<file path="src/rtl/awd_params.svh">
`ifndef AWD_PARAMS_SVH
`define AWD_PARAMS_SVH

// bus geometry
`define AWD_ADDR_W        12
`define AWD_DATA_W        32

// register indexes; byte address is four times the index
`define AWD_IDX_ABOVE_LO  10'h0c4
`define AWD_IDX_ABOVE_HI  10'h0c5
`define AWD_IDX_BELOW_LO  10'h0c6
`define AWD_IDX_BELOW_HI  10'h0c7
`define AWD_IDX_CTRL      10'h0c0
`define AWD_IDX_STATUS    10'h0c1
`define AWD_IDX_MASK      10'h0c2
`define AWD_IDX_RESULT    10'h0c3

// reset values
`define AWD_RST_ABOVE_LO  8'hff
`define AWD_RST_ABOVE_HI  8'hff
`define AWD_RST_BELOW_LO  8'h00
`define AWD_RST_BELOW_HI  8'h00
`define AWD_RST_CTRL      8'h00
`define AWD_RST_STATUS    2'h0
`define AWD_RST_MASK      2'h0

// field positions
`define AWD_CTRL_LJST     0
`define AWD_ST_WIN        0
`define AWD_ST_DONE       1
`define AWD_ST_W          2

// bus responses
`define AWD_RESP_OKAY     2'h0
`define AWD_RESP_SLVERR   2'h2

`endif

</file>
<file path="src/rtl/awd_pkg.sv">
package awd_pkg;

	// one finished conversion from the converter core
	typedef struct packed {
		logic [11:0] raw;
		logic        differential;
	} awd_conv_t;

	// formatted result word with its interpretation
	typedef struct packed {
		logic [15:0] word;
		logic        signed_cmp;
	} awd_word_t;

	typedef enum logic [0:0] {
		AWD_W_COLLECT,
		AWD_W_RESP
	} awd_wstate_t;

endpackage

</file>
<file path="src/rtl/awd_format.sv">
`timescale 1ns/100ps

module awd_format (
	input  awd_pkg::awd_conv_t conv,
	input  wire logic          left_justify_select,
	output awd_pkg::awd_word_t formatted
);

	logic [3:0] fill;

	// sign copies only make sense for two's-complement data
	assign fill = conv.differential ? {4{conv.raw[11]}} : 4'h0;

	always_comb begin
		if (left_justify_select) begin
			formatted.word = {conv.raw, 4'h0};
		end else begin
			formatted.word = {fill, conv.raw};
		end
		formatted.signed_cmp = conv.differential;
	end

endmodule

</file>
<file path="src/rtl/awd_top.sv">
`timescale 1ns/100ps
`include "awd_params.svh"

module awd_top (
	input  wire logic                     aclk,
	input  wire logic                     aresetn,
	input  wire logic [`AWD_ADDR_W-1:0]   s_axi_awaddr,
	input  wire logic [2:0]               s_axi_awprot,
	input  wire logic                     s_axi_awvalid,
	output logic                          s_axi_awready,
	input  wire logic [`AWD_DATA_W-1:0]   s_axi_wdata,
	input  wire logic [3:0]               s_axi_wstrb,
	input  wire logic                     s_axi_wvalid,
	output logic                          s_axi_wready,
	output logic [1:0]                    s_axi_bresp,
	output logic                          s_axi_bvalid,
	input  wire logic                     s_axi_bready,
	input  wire logic [`AWD_ADDR_W-1:0]   s_axi_araddr,
	input  wire logic [2:0]               s_axi_arprot,
	input  wire logic                     s_axi_arvalid,
	output logic                          s_axi_arready,
	output logic [`AWD_DATA_W-1:0]        s_axi_rdata,
	output logic [1:0]                    s_axi_rresp,
	output logic                          s_axi_rvalid,
	input  wire logic                     s_axi_rready,
	input  wire logic                     conv_done,
	input  awd_pkg::awd_conv_t            conv,
	output logic                          window_hit_flag,
	output logic [15:0]                   result_word,
	output logic                          irq
);

	awd_pkg::awd_wstate_t     wstate_reg;
	logic                     aw_have_reg;
	logic                     w_have_reg;
	logic [9:0]               aw_idx_reg;
	logic [7:0]               w_byte_reg;
	logic                     w_lane_reg;
	logic [1:0]               bresp_reg;
	logic                     rvalid_reg;
	logic [`AWD_DATA_W-1:0]   rdata_reg;
	logic [1:0]               rresp_reg;
	logic                     do_write;
	logic                     wr_en;
	logic [7:0]               above_lo_reg;
	logic [7:0]               above_hi_reg;
	logic [7:0]               below_lo_reg;
	logic [7:0]               below_hi_reg;
	logic [7:0]               ctrl_reg;
	logic [`AWD_ST_W-1:0]     status_reg;
	logic [`AWD_ST_W-1:0]     status_next;
	logic [`AWD_ST_W-1:0]     mask_reg;
	logic [`AWD_ST_W-1:0]     events;
	logic [`AWD_ST_W-1:0]     clear_bits;
	logic [15:0]              result_reg;
	logic [15:0]              above_word;
	logic [15:0]              below_word;
	awd_pkg::awd_word_t       formatted;
	logic signed [16:0]       res_x;
	logic signed [16:0]       above_x;
	logic signed [16:0]       below_x;
	logic                     inside_mode;
	logic                     hit;
	logic [9:0]               ar_idx;
	logic                     ar_take;
	logic                     ar_mapped;
	logic [`AWD_DATA_W-1:0]   ar_data;
	logic                     wr_mapped;

	// result formatting, shared with nothing else
	awd_format u_format (
		.conv                (conv),
		.left_justify_select (ctrl_reg[`AWD_CTRL_LJST]),
		.formatted           (formatted)
	);

	// limit words
	assign above_word = {above_hi_reg, above_lo_reg};
	assign below_word = {below_hi_reg, below_lo_reg};

	// a 17-bit signed compare covers both the signed and unsigned cases
	always_comb begin
		res_x   = {formatted.signed_cmp & formatted.word[15],
			formatted.word};
		above_x = {formatted.signed_cmp & above_word[15],
			above_word};
		below_x = {formatted.signed_cmp & below_word[15],
			below_word};
	end

	assign inside_mode = below_x > above_x;

	always_comb begin
		if (inside_mode) begin
			hit = (res_x < below_x) && (res_x > above_x);
		end else begin
			hit = (res_x < below_x) || (res_x > above_x);
		end
	end

	// events only on the conversion's own cycle
	assign events[`AWD_ST_WIN]  = conv_done & hit;
	assign events[`AWD_ST_DONE] = conv_done;

	// result word as last written by the converter
	always_ff @(posedge aclk) begin
		if (!aresetn) begin
			result_reg <= 16'h0000;
		end else if (conv_done) begin
			result_reg <= formatted.word;
		end
	end

	assign result_word = result_reg;

	// write channel: address and data taken in either order
	assign s_axi_awready = (wstate_reg == awd_pkg::AWD_W_COLLECT) &&
		!aw_have_reg;
	assign s_axi_wready  = (wstate_reg == awd_pkg::AWD_W_COLLECT) &&
		!w_have_reg;
	assign do_write      = (wstate_reg == awd_pkg::AWD_W_COLLECT) &&
		aw_have_reg && w_have_reg;
	assign wr_en         = do_write && w_lane_reg;

	always_ff @(posedge aclk) begin
		if (!aresetn) begin
			aw_have_reg <= 1'b0;
			aw_idx_reg  <= 10'h000;
		end else if (s_axi_awvalid && s_axi_awready) begin
			aw_have_reg <= 1'b1;
			aw_idx_reg  <= s_axi_awaddr[`AWD_ADDR_W-1:2];
		end else if (do_write) begin
			aw_have_reg <= 1'b0;
		end
	end

	always_ff @(posedge aclk) begin
		if (!aresetn) begin
			w_have_reg <= 1'b0;
			w_byte_reg <= 8'h00;
			w_lane_reg <= 1'b0;
		end else if (s_axi_wvalid && s_axi_wready) begin
			w_have_reg <= 1'b1;
			w_byte_reg <= s_axi_wdata[7:0];
			w_lane_reg <= s_axi_wstrb[0];
		end else if (do_write) begin
			w_have_reg <= 1'b0;
		end
	end

	always_comb begin
		case (aw_idx_reg)
			`AWD_IDX_ABOVE_LO,
			`AWD_IDX_ABOVE_HI,
			`AWD_IDX_BELOW_LO,
			`AWD_IDX_BELOW_HI,
			`AWD_IDX_CTRL,
			`AWD_IDX_STATUS,
			`AWD_IDX_MASK,
			`AWD_IDX_RESULT: begin
				wr_mapped = 1'b1;
			end
			default: begin
				wr_mapped = 1'b0;
			end
		endcase
	end

	always_ff @(posedge aclk) begin
		if (!aresetn) begin
			wstate_reg <= awd_pkg::AWD_W_COLLECT;
			bresp_reg  <= `AWD_RESP_OKAY;
		end else begin
			case (wstate_reg)
				awd_pkg::AWD_W_COLLECT: begin
					if (do_write) begin
						wstate_reg <= awd_pkg::AWD_W_RESP;
						bresp_reg  <= wr_mapped ? `AWD_RESP_OKAY :
							`AWD_RESP_SLVERR;
					end
				end
				awd_pkg::AWD_W_RESP: begin
					if (s_axi_bready) begin
						wstate_reg <= awd_pkg::AWD_W_COLLECT;
					end
				end
				default: begin
					wstate_reg <= awd_pkg::AWD_W_COLLECT;
				end
			endcase
		end
	end

	assign s_axi_bvalid = (wstate_reg == awd_pkg::AWD_W_RESP);
	assign s_axi_bresp  = bresp_reg;

	// limit and control registers; lane 0 carries all byte-wide fields
	always_ff @(posedge aclk) begin
		if (!aresetn) begin
			above_lo_reg <= `AWD_RST_ABOVE_LO;
			above_hi_reg <= `AWD_RST_ABOVE_HI;
			below_lo_reg <= `AWD_RST_BELOW_LO;
			below_hi_reg <= `AWD_RST_BELOW_HI;
		end else if (wr_en) begin
			if (aw_idx_reg == `AWD_IDX_ABOVE_LO) begin
				above_lo_reg <= w_byte_reg;
			end
			if (aw_idx_reg == `AWD_IDX_ABOVE_HI) begin
				above_hi_reg <= w_byte_reg;
			end
			if (aw_idx_reg == `AWD_IDX_BELOW_LO) begin
				below_lo_reg <= w_byte_reg;
			end
			if (aw_idx_reg == `AWD_IDX_BELOW_HI) begin
				below_hi_reg <= w_byte_reg;
			end
		end
	end

	always_ff @(posedge aclk) begin
		if (!aresetn) begin
			ctrl_reg <= `AWD_RST_CTRL;
		end else if (wr_en && aw_idx_reg == `AWD_IDX_CTRL) begin
			ctrl_reg <= {7'h00, w_byte_reg[`AWD_CTRL_LJST]};
		end
	end

	always_ff @(posedge aclk) begin
		if (!aresetn) begin
			mask_reg <= `AWD_RST_MASK;
		end else if (wr_en && aw_idx_reg == `AWD_IDX_MASK) begin
			mask_reg <= w_byte_reg[`AWD_ST_W-1:0];
		end
	end

	// sticky status; a new event beats a same-cycle write of one
	assign clear_bits = (wr_en && aw_idx_reg == `AWD_IDX_STATUS) ?
		w_byte_reg[`AWD_ST_W-1:0] : {`AWD_ST_W{1'b0}};

	assign status_next = (status_reg & ~clear_bits) | events;

	always_ff @(posedge aclk) begin
		if (!aresetn) begin
			status_reg <= `AWD_RST_STATUS;
		end else begin
			status_reg <= status_next;
		end
	end

	assign window_hit_flag = status_reg[`AWD_ST_WIN];
	assign irq             = |(status_reg & mask_reg);

	// read channel: one cycle from address to data
	assign s_axi_arready = !rvalid_reg;
	assign ar_take       = s_axi_arvalid && s_axi_arready;
	assign ar_idx        = s_axi_araddr[`AWD_ADDR_W-1:2];

	always_comb begin
		ar_mapped = 1'b1;
		ar_data   = 32'h0000_0000;
		case (ar_idx)
			`AWD_IDX_ABOVE_LO: begin
				ar_data[7:0] = above_lo_reg;
			end
			`AWD_IDX_ABOVE_HI: begin
				ar_data[7:0] = above_hi_reg;
			end
			`AWD_IDX_BELOW_LO: begin
				ar_data[7:0] = below_lo_reg;
			end
			`AWD_IDX_BELOW_HI: begin
				ar_data[7:0] = below_hi_reg;
			end
			`AWD_IDX_CTRL: begin
				ar_data[7:0] = ctrl_reg;
			end
			`AWD_IDX_STATUS: begin
				ar_data[`AWD_ST_W-1:0] = status_reg;
			end
			`AWD_IDX_MASK: begin
				ar_data[`AWD_ST_W-1:0] = mask_reg;
			end
			`AWD_IDX_RESULT: begin
				ar_data[15:0] = result_reg;
			end
			default: begin
				ar_mapped = 1'b0;
			end
		endcase
	end

	always_ff @(posedge aclk) begin
		if (!aresetn) begin
			rvalid_reg <= 1'b0;
			rdata_reg  <= 32'h0000_0000;
			rresp_reg  <= `AWD_RESP_OKAY;
		end else if (ar_take) begin
			rvalid_reg <= 1'b1;
			rdata_reg  <= ar_data;
			rresp_reg  <= ar_mapped ? `AWD_RESP_OKAY : `AWD_RESP_SLVERR;
		end else if (s_axi_rready) begin
			rvalid_reg <= 1'b0;
		end
	end

	assign s_axi_rvalid = rvalid_reg;
	assign s_axi_rdata  = rdata_reg;
	assign s_axi_rresp  = rresp_reg;

	// checks next to the logic they guard
	a_flag_sets_on_hit: assert property (
		@(posedge aclk) disable iff (!aresetn)
		conv_done && hit |=> window_hit_flag)
		else $error("window hit did not set the flag");

	a_flag_sticky: assert property (
		@(posedge aclk) disable iff (!aresetn)
		window_hit_flag && !(wr_en && aw_idx_reg == `AWD_IDX_STATUS &&
		w_byte_reg[`AWD_ST_WIN]) |=> window_hit_flag)
		else $error("window flag dropped without a clear");

	a_flag_no_cause: assert property (
		@(posedge aclk) disable iff (!aresetn)
		!window_hit_flag && !(conv_done && hit) |=> !window_hit_flag)
		else $error("window flag rose without a hit");

	a_inside_window: assert property (
		@(posedge aclk) disable iff (!aresetn)
		conv_done && inside_mode && (res_x >= below_x) |->
		!events[`AWD_ST_WIN])
		else $error("inside window hit above the upper limit");

	a_outside_window: assert property (
		@(posedge aclk) disable iff (!aresetn)
		conv_done && !inside_mode && (res_x > above_x) |->
		events[`AWD_ST_WIN])
		else $error("outside window missed a high result");

	a_signed_compare: assert property (
		@(posedge aclk) disable iff (!aresetn)
		conv_done && conv.differential && below_word == 16'hffff &&
		above_word == 16'h0100 && formatted.word[15] &&
		formatted.word != 16'hffff |-> events[`AWD_ST_WIN])
		else $error("negative result not below minus one");

	a_irq_follows: assert property (
		@(posedge aclk) disable iff (!aresetn)
		window_hit_flag && mask_reg[`AWD_ST_WIN] |-> irq)
		else $error("enabled window flag gave no interrupt");

	a_result_format: assert property (
		@(posedge aclk) disable iff (!aresetn)
		conv_done && !ctrl_reg[`AWD_CTRL_LJST] |=>
		result_reg[15:12] == ($past(conv.differential) ?
		{4{$past(conv.raw[11])}} : 4'h0))
		else $error("right justified fill bits wrong");

	a_left_justify: assert property (
		@(posedge aclk) disable iff (!aresetn)
		conv_done && ctrl_reg[`AWD_CTRL_LJST] |=>
		result_reg == {$past(conv.raw), 4'h0})
		else $error("left justified result wrong");

	a_read_latency: assert property (
		@(posedge aclk) disable iff (!aresetn)
		ar_take |=> s_axi_rvalid ##0 s_axi_rdata == $past(ar_data))
		else $error("read answer not one cycle after address");

endmodule

</file>
<file path="config.mk">
export PLATFORM = sky130hd
export DESIGN_NAME = awd_top
export DESIGN_NICKNAME = d
export VERILOG_FILES = /design/src/rtl/awd_pkg.sv /design/src/rtl/awd_format.sv /design/src/rtl/awd_top.sv
export VERILOG_INCLUDE_DIRS = /design/src /design/src/rtl
export SDC_FILE = /design/constraint.sdc
export NUM_CORES = 1
export LEC_CHECK = 0
export CORE_AREA = 3 3 126 158
export CTS_BUF_LIST = sky130_fd_sc_hd__clkbuf_8
export CTS_CLUSTER_DIAMETER = 200
export CTS_CLUSTER_SIZE = 30
export DETAILED_ROUTE_END_ITERATION = 7
export DIE_AREA = 0 0 129 161
export DONT_BUFFER_PORTS = 1
export MAX_ROUTING_LAYER = met4
export PLACE_DENSITY = 0.39
export SLEW_MARGIN = 15
export SYNTH_ARGS = -nofsm -noshare
export SYNTH_HDL_FRONTEND = slang
export SYNTH_SLANG_ARGS = --single-unit
export TNS_END_PERCENT = 30
</file>
<file path="constraint.sdc">
create_clock -name aclk -period 5.95 [get_ports aclk]
set_input_delay 0.8925 -clock aclk [delete_from_list [all_inputs] [get_ports aclk]]
set_output_delay 0.8925 -clock aclk [all_outputs]
set_load 0.005 [all_outputs]
</file>
======== Word level (Yosys, flattened, before mapping) ========
Index checks and enable logic that the tools add are counted.
word-level totals
  register bits ........................... 96
  bits of input ports ..................... 87
  output and inout bits ................... 59
cells by class
  order comparisons ....................... 3
  equal/unequal tests ..................... 16
  mux-type cells .......................... 19
  bitwise logic cells ..................... 9
  reductions and logical operators ........ 27
operators with widths
  cell                                                   count
  equality test 10 x 8 -> 1 bit (second input constant)  16
  > comparator 17 bit                                    2
  case mux 6 bit (5 select lines)                        1
  less-than comparator 17 bit                            1
  2-to-1 mux 16 bit                                      1
  case mux 2 bit (8 select lines)                        1
  OR reduction 8 bit                                     2
  logical AND 1 bit                                      12
  2-to-1 mux 1 bit                                       10
  AND reduction 2 bit                                    5
  2-to-1 mux 8 bit                                       1
  2-to-1 mux 2 bit                                       3
  nonzero test 2 bit                                     3
  bitwise AND 1 bit                                      4
  bitwise AND 2 bit                                      2
  2-to-1 mux 4 bit                                       1
  logical NOT 1 bit                                      3
  NOT 2 bit                                              1
  bitwise OR 2 bit                                       1
  case mux 1 bit (2 select lines)                        1
  OR reduction 2 bit                                     1
  logical OR 1 bit                                       1
  NOT 1 bit                                              1

======== Depth between registers and ports, before layout ========
  word-level depth ........................ 9
  mapped depth ............................ 13
  depth with buffers taken out ............ 12

======== By module ========
A second synthesis with hierarchy kept.
unflattened totals
  cells, all modules ...................... 610
  area total of the unflattened synthesis .. 5479.0 um^2
by module, submodules not included
  module      instances  cells each  area an instance (um^2)  seq. area each (um^2)
  awd_top     1          587         5278.8                   1881.8
  awd_format  1          23          200.2                    0.0

======== Worst setup path after synthesis ========
No wires, ideal clock.
  path kind ............................... input to register
  start point ............................. input conv[12] in the netlist's numbering
  end point ............................... register status_reg[0]
  data arrival time ....................... 2674 ps
  path slack .............................. 3154 ps
  stages on the path ...................... 12
  path through ............................ and2_1 -> nor2b_1 -> a21o_1 -> ha_1 -> a2111oi_0 -> o21ai_0 -> o211ai_1 -> nand3_1 -> a21oi_1 -> o21ai_0 -> o211ai_1 -> a21oi_1
RTL lines
  item                    line            source
  start: declaration      awd_top.sv:27   input awd_pkg::awd_conv_t conv,
  end signal: assignment  awd_top.sv:244  status_reg <= `AWD_RST_STATUS;
  end signal: assignment  awd_top.sv:246  status_reg <= status_next;
  end: declaration        awd_top.sv:50   logic [`AWD_ST_W-1:0] status_reg;

==> run metrics <==
post-synthesis sequential area ratio 34.1%; startpoint of the lowest-slack hold path aw_idx_reg[7]$_SDFFE_PN0P_; Area Overhead vs Synth 5.69%; Tcrit/Tclk final 50.8%; Post-synth EDFFs 0; Yosys top cell area share 34.1%; Avg Cell Area, Syn 8.91 um^2; pin count of the biggest net entering global routing 95; Clk Latency, worst-skew pair 370 ps; # diodes 0; drt wl/cell 18.9 um; Final Hold Viols 0; Slew HR 38.5%; Port Buffer Count 0; Fillers 2034; vias in the first global route 4210; RSZ-0062 raised after global routing no; grt met2 use 25.9%; CP peak stage delay 530 ps; family with the most delay on the worst path compound AO/OA/AOI/OAI gates; H-tree depth 3; Fmax 0.331 GHz; worst slack, placed 2520 ps; ys async rst share 0%; number of setup violations in the final report 0; arrival time worst endpoint 3270 ps; Worst Path Buf+Inv 1; DR iter-0 viols 193; Post-synth top cells dfxtp_1 (94), nand2_1 (88), mux2i_1 (51); Layout Nets 735; flop and latch count out of synthesis 94; fraction of layout cells with a size suffix above 1 6.41%; Least-Margin Pin Slew 918 ps; Vias per Instance 5.02; # clock sinks 94; most frequent cell after synthesis dfxtp_1; leakage 2.46 nW; drt pass-1 iters 4; I/O pin count 146; Placer Congestion 0.898; # rows 56; Max Cap Viol 0; largest area contributor in the netlist dfxtp_1; Die Span X 129 um; met1 Usage GRT 20.4%; final setup TNS 0 ps; CP max FO 13; vias 4214; Crit. End Element flip-flop; Tmin final 3020 ps; crit path from ctrl_reg[0]$_SDFFE_PN0P_; grt total ovfl 0; Final ANT Viol Nets 0; Detail Placement HPWL 12700 um; IR drop worst, VDD 90.1 uV; total CTS buffers 9; clock slew at reported path FFs 100 ps; crit-path cells buf_4, mux2_2, ha_1, nand4_1, nor3_1, o311ai_1, a31oi_1, o21ai_0, o211ai_1, a21oi_1; Critical Path RT 6190 ps; die height 161 um; post-CTS setup buffers 0; status finished clean; highest-delay cell along the critical path dfxtp_1; RR Startpoint ctrl_reg[0]$_SDFFE_PN0P_; Slew Limit Fails 0; Worst Hold Class flip-flop to flip-flop; Hold Slack 471 ps; Post-Route WL 15900 um; CTS tree yes; Hold Buf Count CTS 0; Cell Area, Synth 5520 um^2; startpoint types flip-flop; initial cell density of the core 29.6%; Cells after Synth 620; Yosys warnings 0; first-pass GRT wire length 24500 um; kind of critical path flip-flop to flip-flop; root buffer cell clkbuf_8; Synth cell types 58; synth top area cells dfxtp_1 (34%), ha_1 (10%), mux2i_1 (9.2%); clock buffer depth 2; met3 GRT Util 2.68%; post-route setup slack 2930 ps; Core Area 18600 um^2; Clock Skew 10.1 ps; GR peak layer met2; power per cell area 217 nW/um^2; antenna violations before repair 0; DRC 0; Die ar. 20800 um^2; GRT Overall Usage 15.8%; post-CTS sizing 0; Primary FF master, synth dfxtp_1
-- per-stage QoR --
stage / power (W) / instances / instance area, um^2 / util [%]
floorplan: 0.000788 / 637 / 5590 / -
detailed placement: 0.000800 / 824 / 5610 / 30.1
global placement: 0.000797 / 824 / 5610 / 30.1
global route: 0.00133 / 840 / 5840 / 31.3
finish: 0.00126 / 840 / 5840 / 31.3
CTS: 0.00129 / 840 / 5840 / 31.3
-- worst min-delay path: cells and delay by family (launching register included) --
family	cells	cell delay, ps
compound gates	1	60
flops	1	320
simple gates	1	50
-- kinds of logic (layout without fill, tap and decap cells) --
kind of cell               count (synthesis)  count (layout)  share of synthesized area [%]
other                                      1              18                         0.0679
adders and majority gates                 46              46                           10.4
and+or+nand+nor                          208             208                           20.3
muxes                                     62              62                           11.9
xor gates and xnor gates                   3               3                          0.476
DFF                                       94              94                           34.1
AOI/OAI and AO/OA                        122             122                           15.3
buffers and inverters                     84              55                           7.46
-- layer usage --
layer / vias to the layer above / wire [um]
met5: - / 0
met1: 2011 / 7300
met3: 12 / 557
met2: 92 / 7830
met4: 0 / 187
li1: 2099 / -
-- power breakdown --
| part | switching [W] | total [W] | internal [W] | leakage, nW |
|---|---|---|---|---|
| Combinational | 0.0000572 | 0.000106 | 0.0000486 | 1.58 |
| Clock | 0.000242 | 0.000482 | 0.000240 | 0.117 |
| Sequential | 0.0000262 | 0.000676 | 0.000650 | 0.766 |
-- area by class of cell --
class                   instances  area [um^2]  share of cell area [%]
multi-input cells             459         3290                    56.4
flip-flops and latches         94         1880                    32.2
well taps                     232          290                    4.97
inverters                      38          143                    2.44
clock buffers                   9          124                    2.12
clock inverters                 7         97.6                    1.67
repair buffers                  1         7.51                   0.129
-- path summary, 6_finish.rpt --
| path | endpoint | slack (ps) | cells past startpoint |
|---|---|---|---|
| worst max-delay path | status_reg[0]$_SDFF_PN0_ | 2930 | 10 |
| worst min-delay path | aw_idx_reg[7]$_SDFFE_PN0P_ | 470 | 2 |
| worst max register to register | status_reg[0]$_SDFF_PN0_ | 2930 | 10 |
| worst min register to register | aw_idx_reg[7]$_SDFFE_PN0P_ | 470 | 2 |
-- placed cells by master (no fill, tap or decap), types with 3 or more instances in the layout --
cell	Yosys	layout
and2_1	5	5
nand2_1	88	88
o211ai_1	14	14
o22ai_1	4	4
nand4_1	6	6
a21oi_1	22	22
nor2b_1	50	50
dfxtp_1	94	94
conb_1	1	18
a211oi_1	3	3
nand3_1	13	13
nand2b_1	6	6
a22oi_1	9	9
a21boi_0	27	27
inv_1	38	39
o21a_1	4	4
ha_1	45	45
o211a_1	7	7
clkbuf_8	0	9
nor2_1	17	17
nor3_1	5	5
mux2_2	9	9
a21o_1	4	4
mux2i_1	51	51
o21ai_0	14	14
Note: power is estimated with default switching activity, not from simulation.
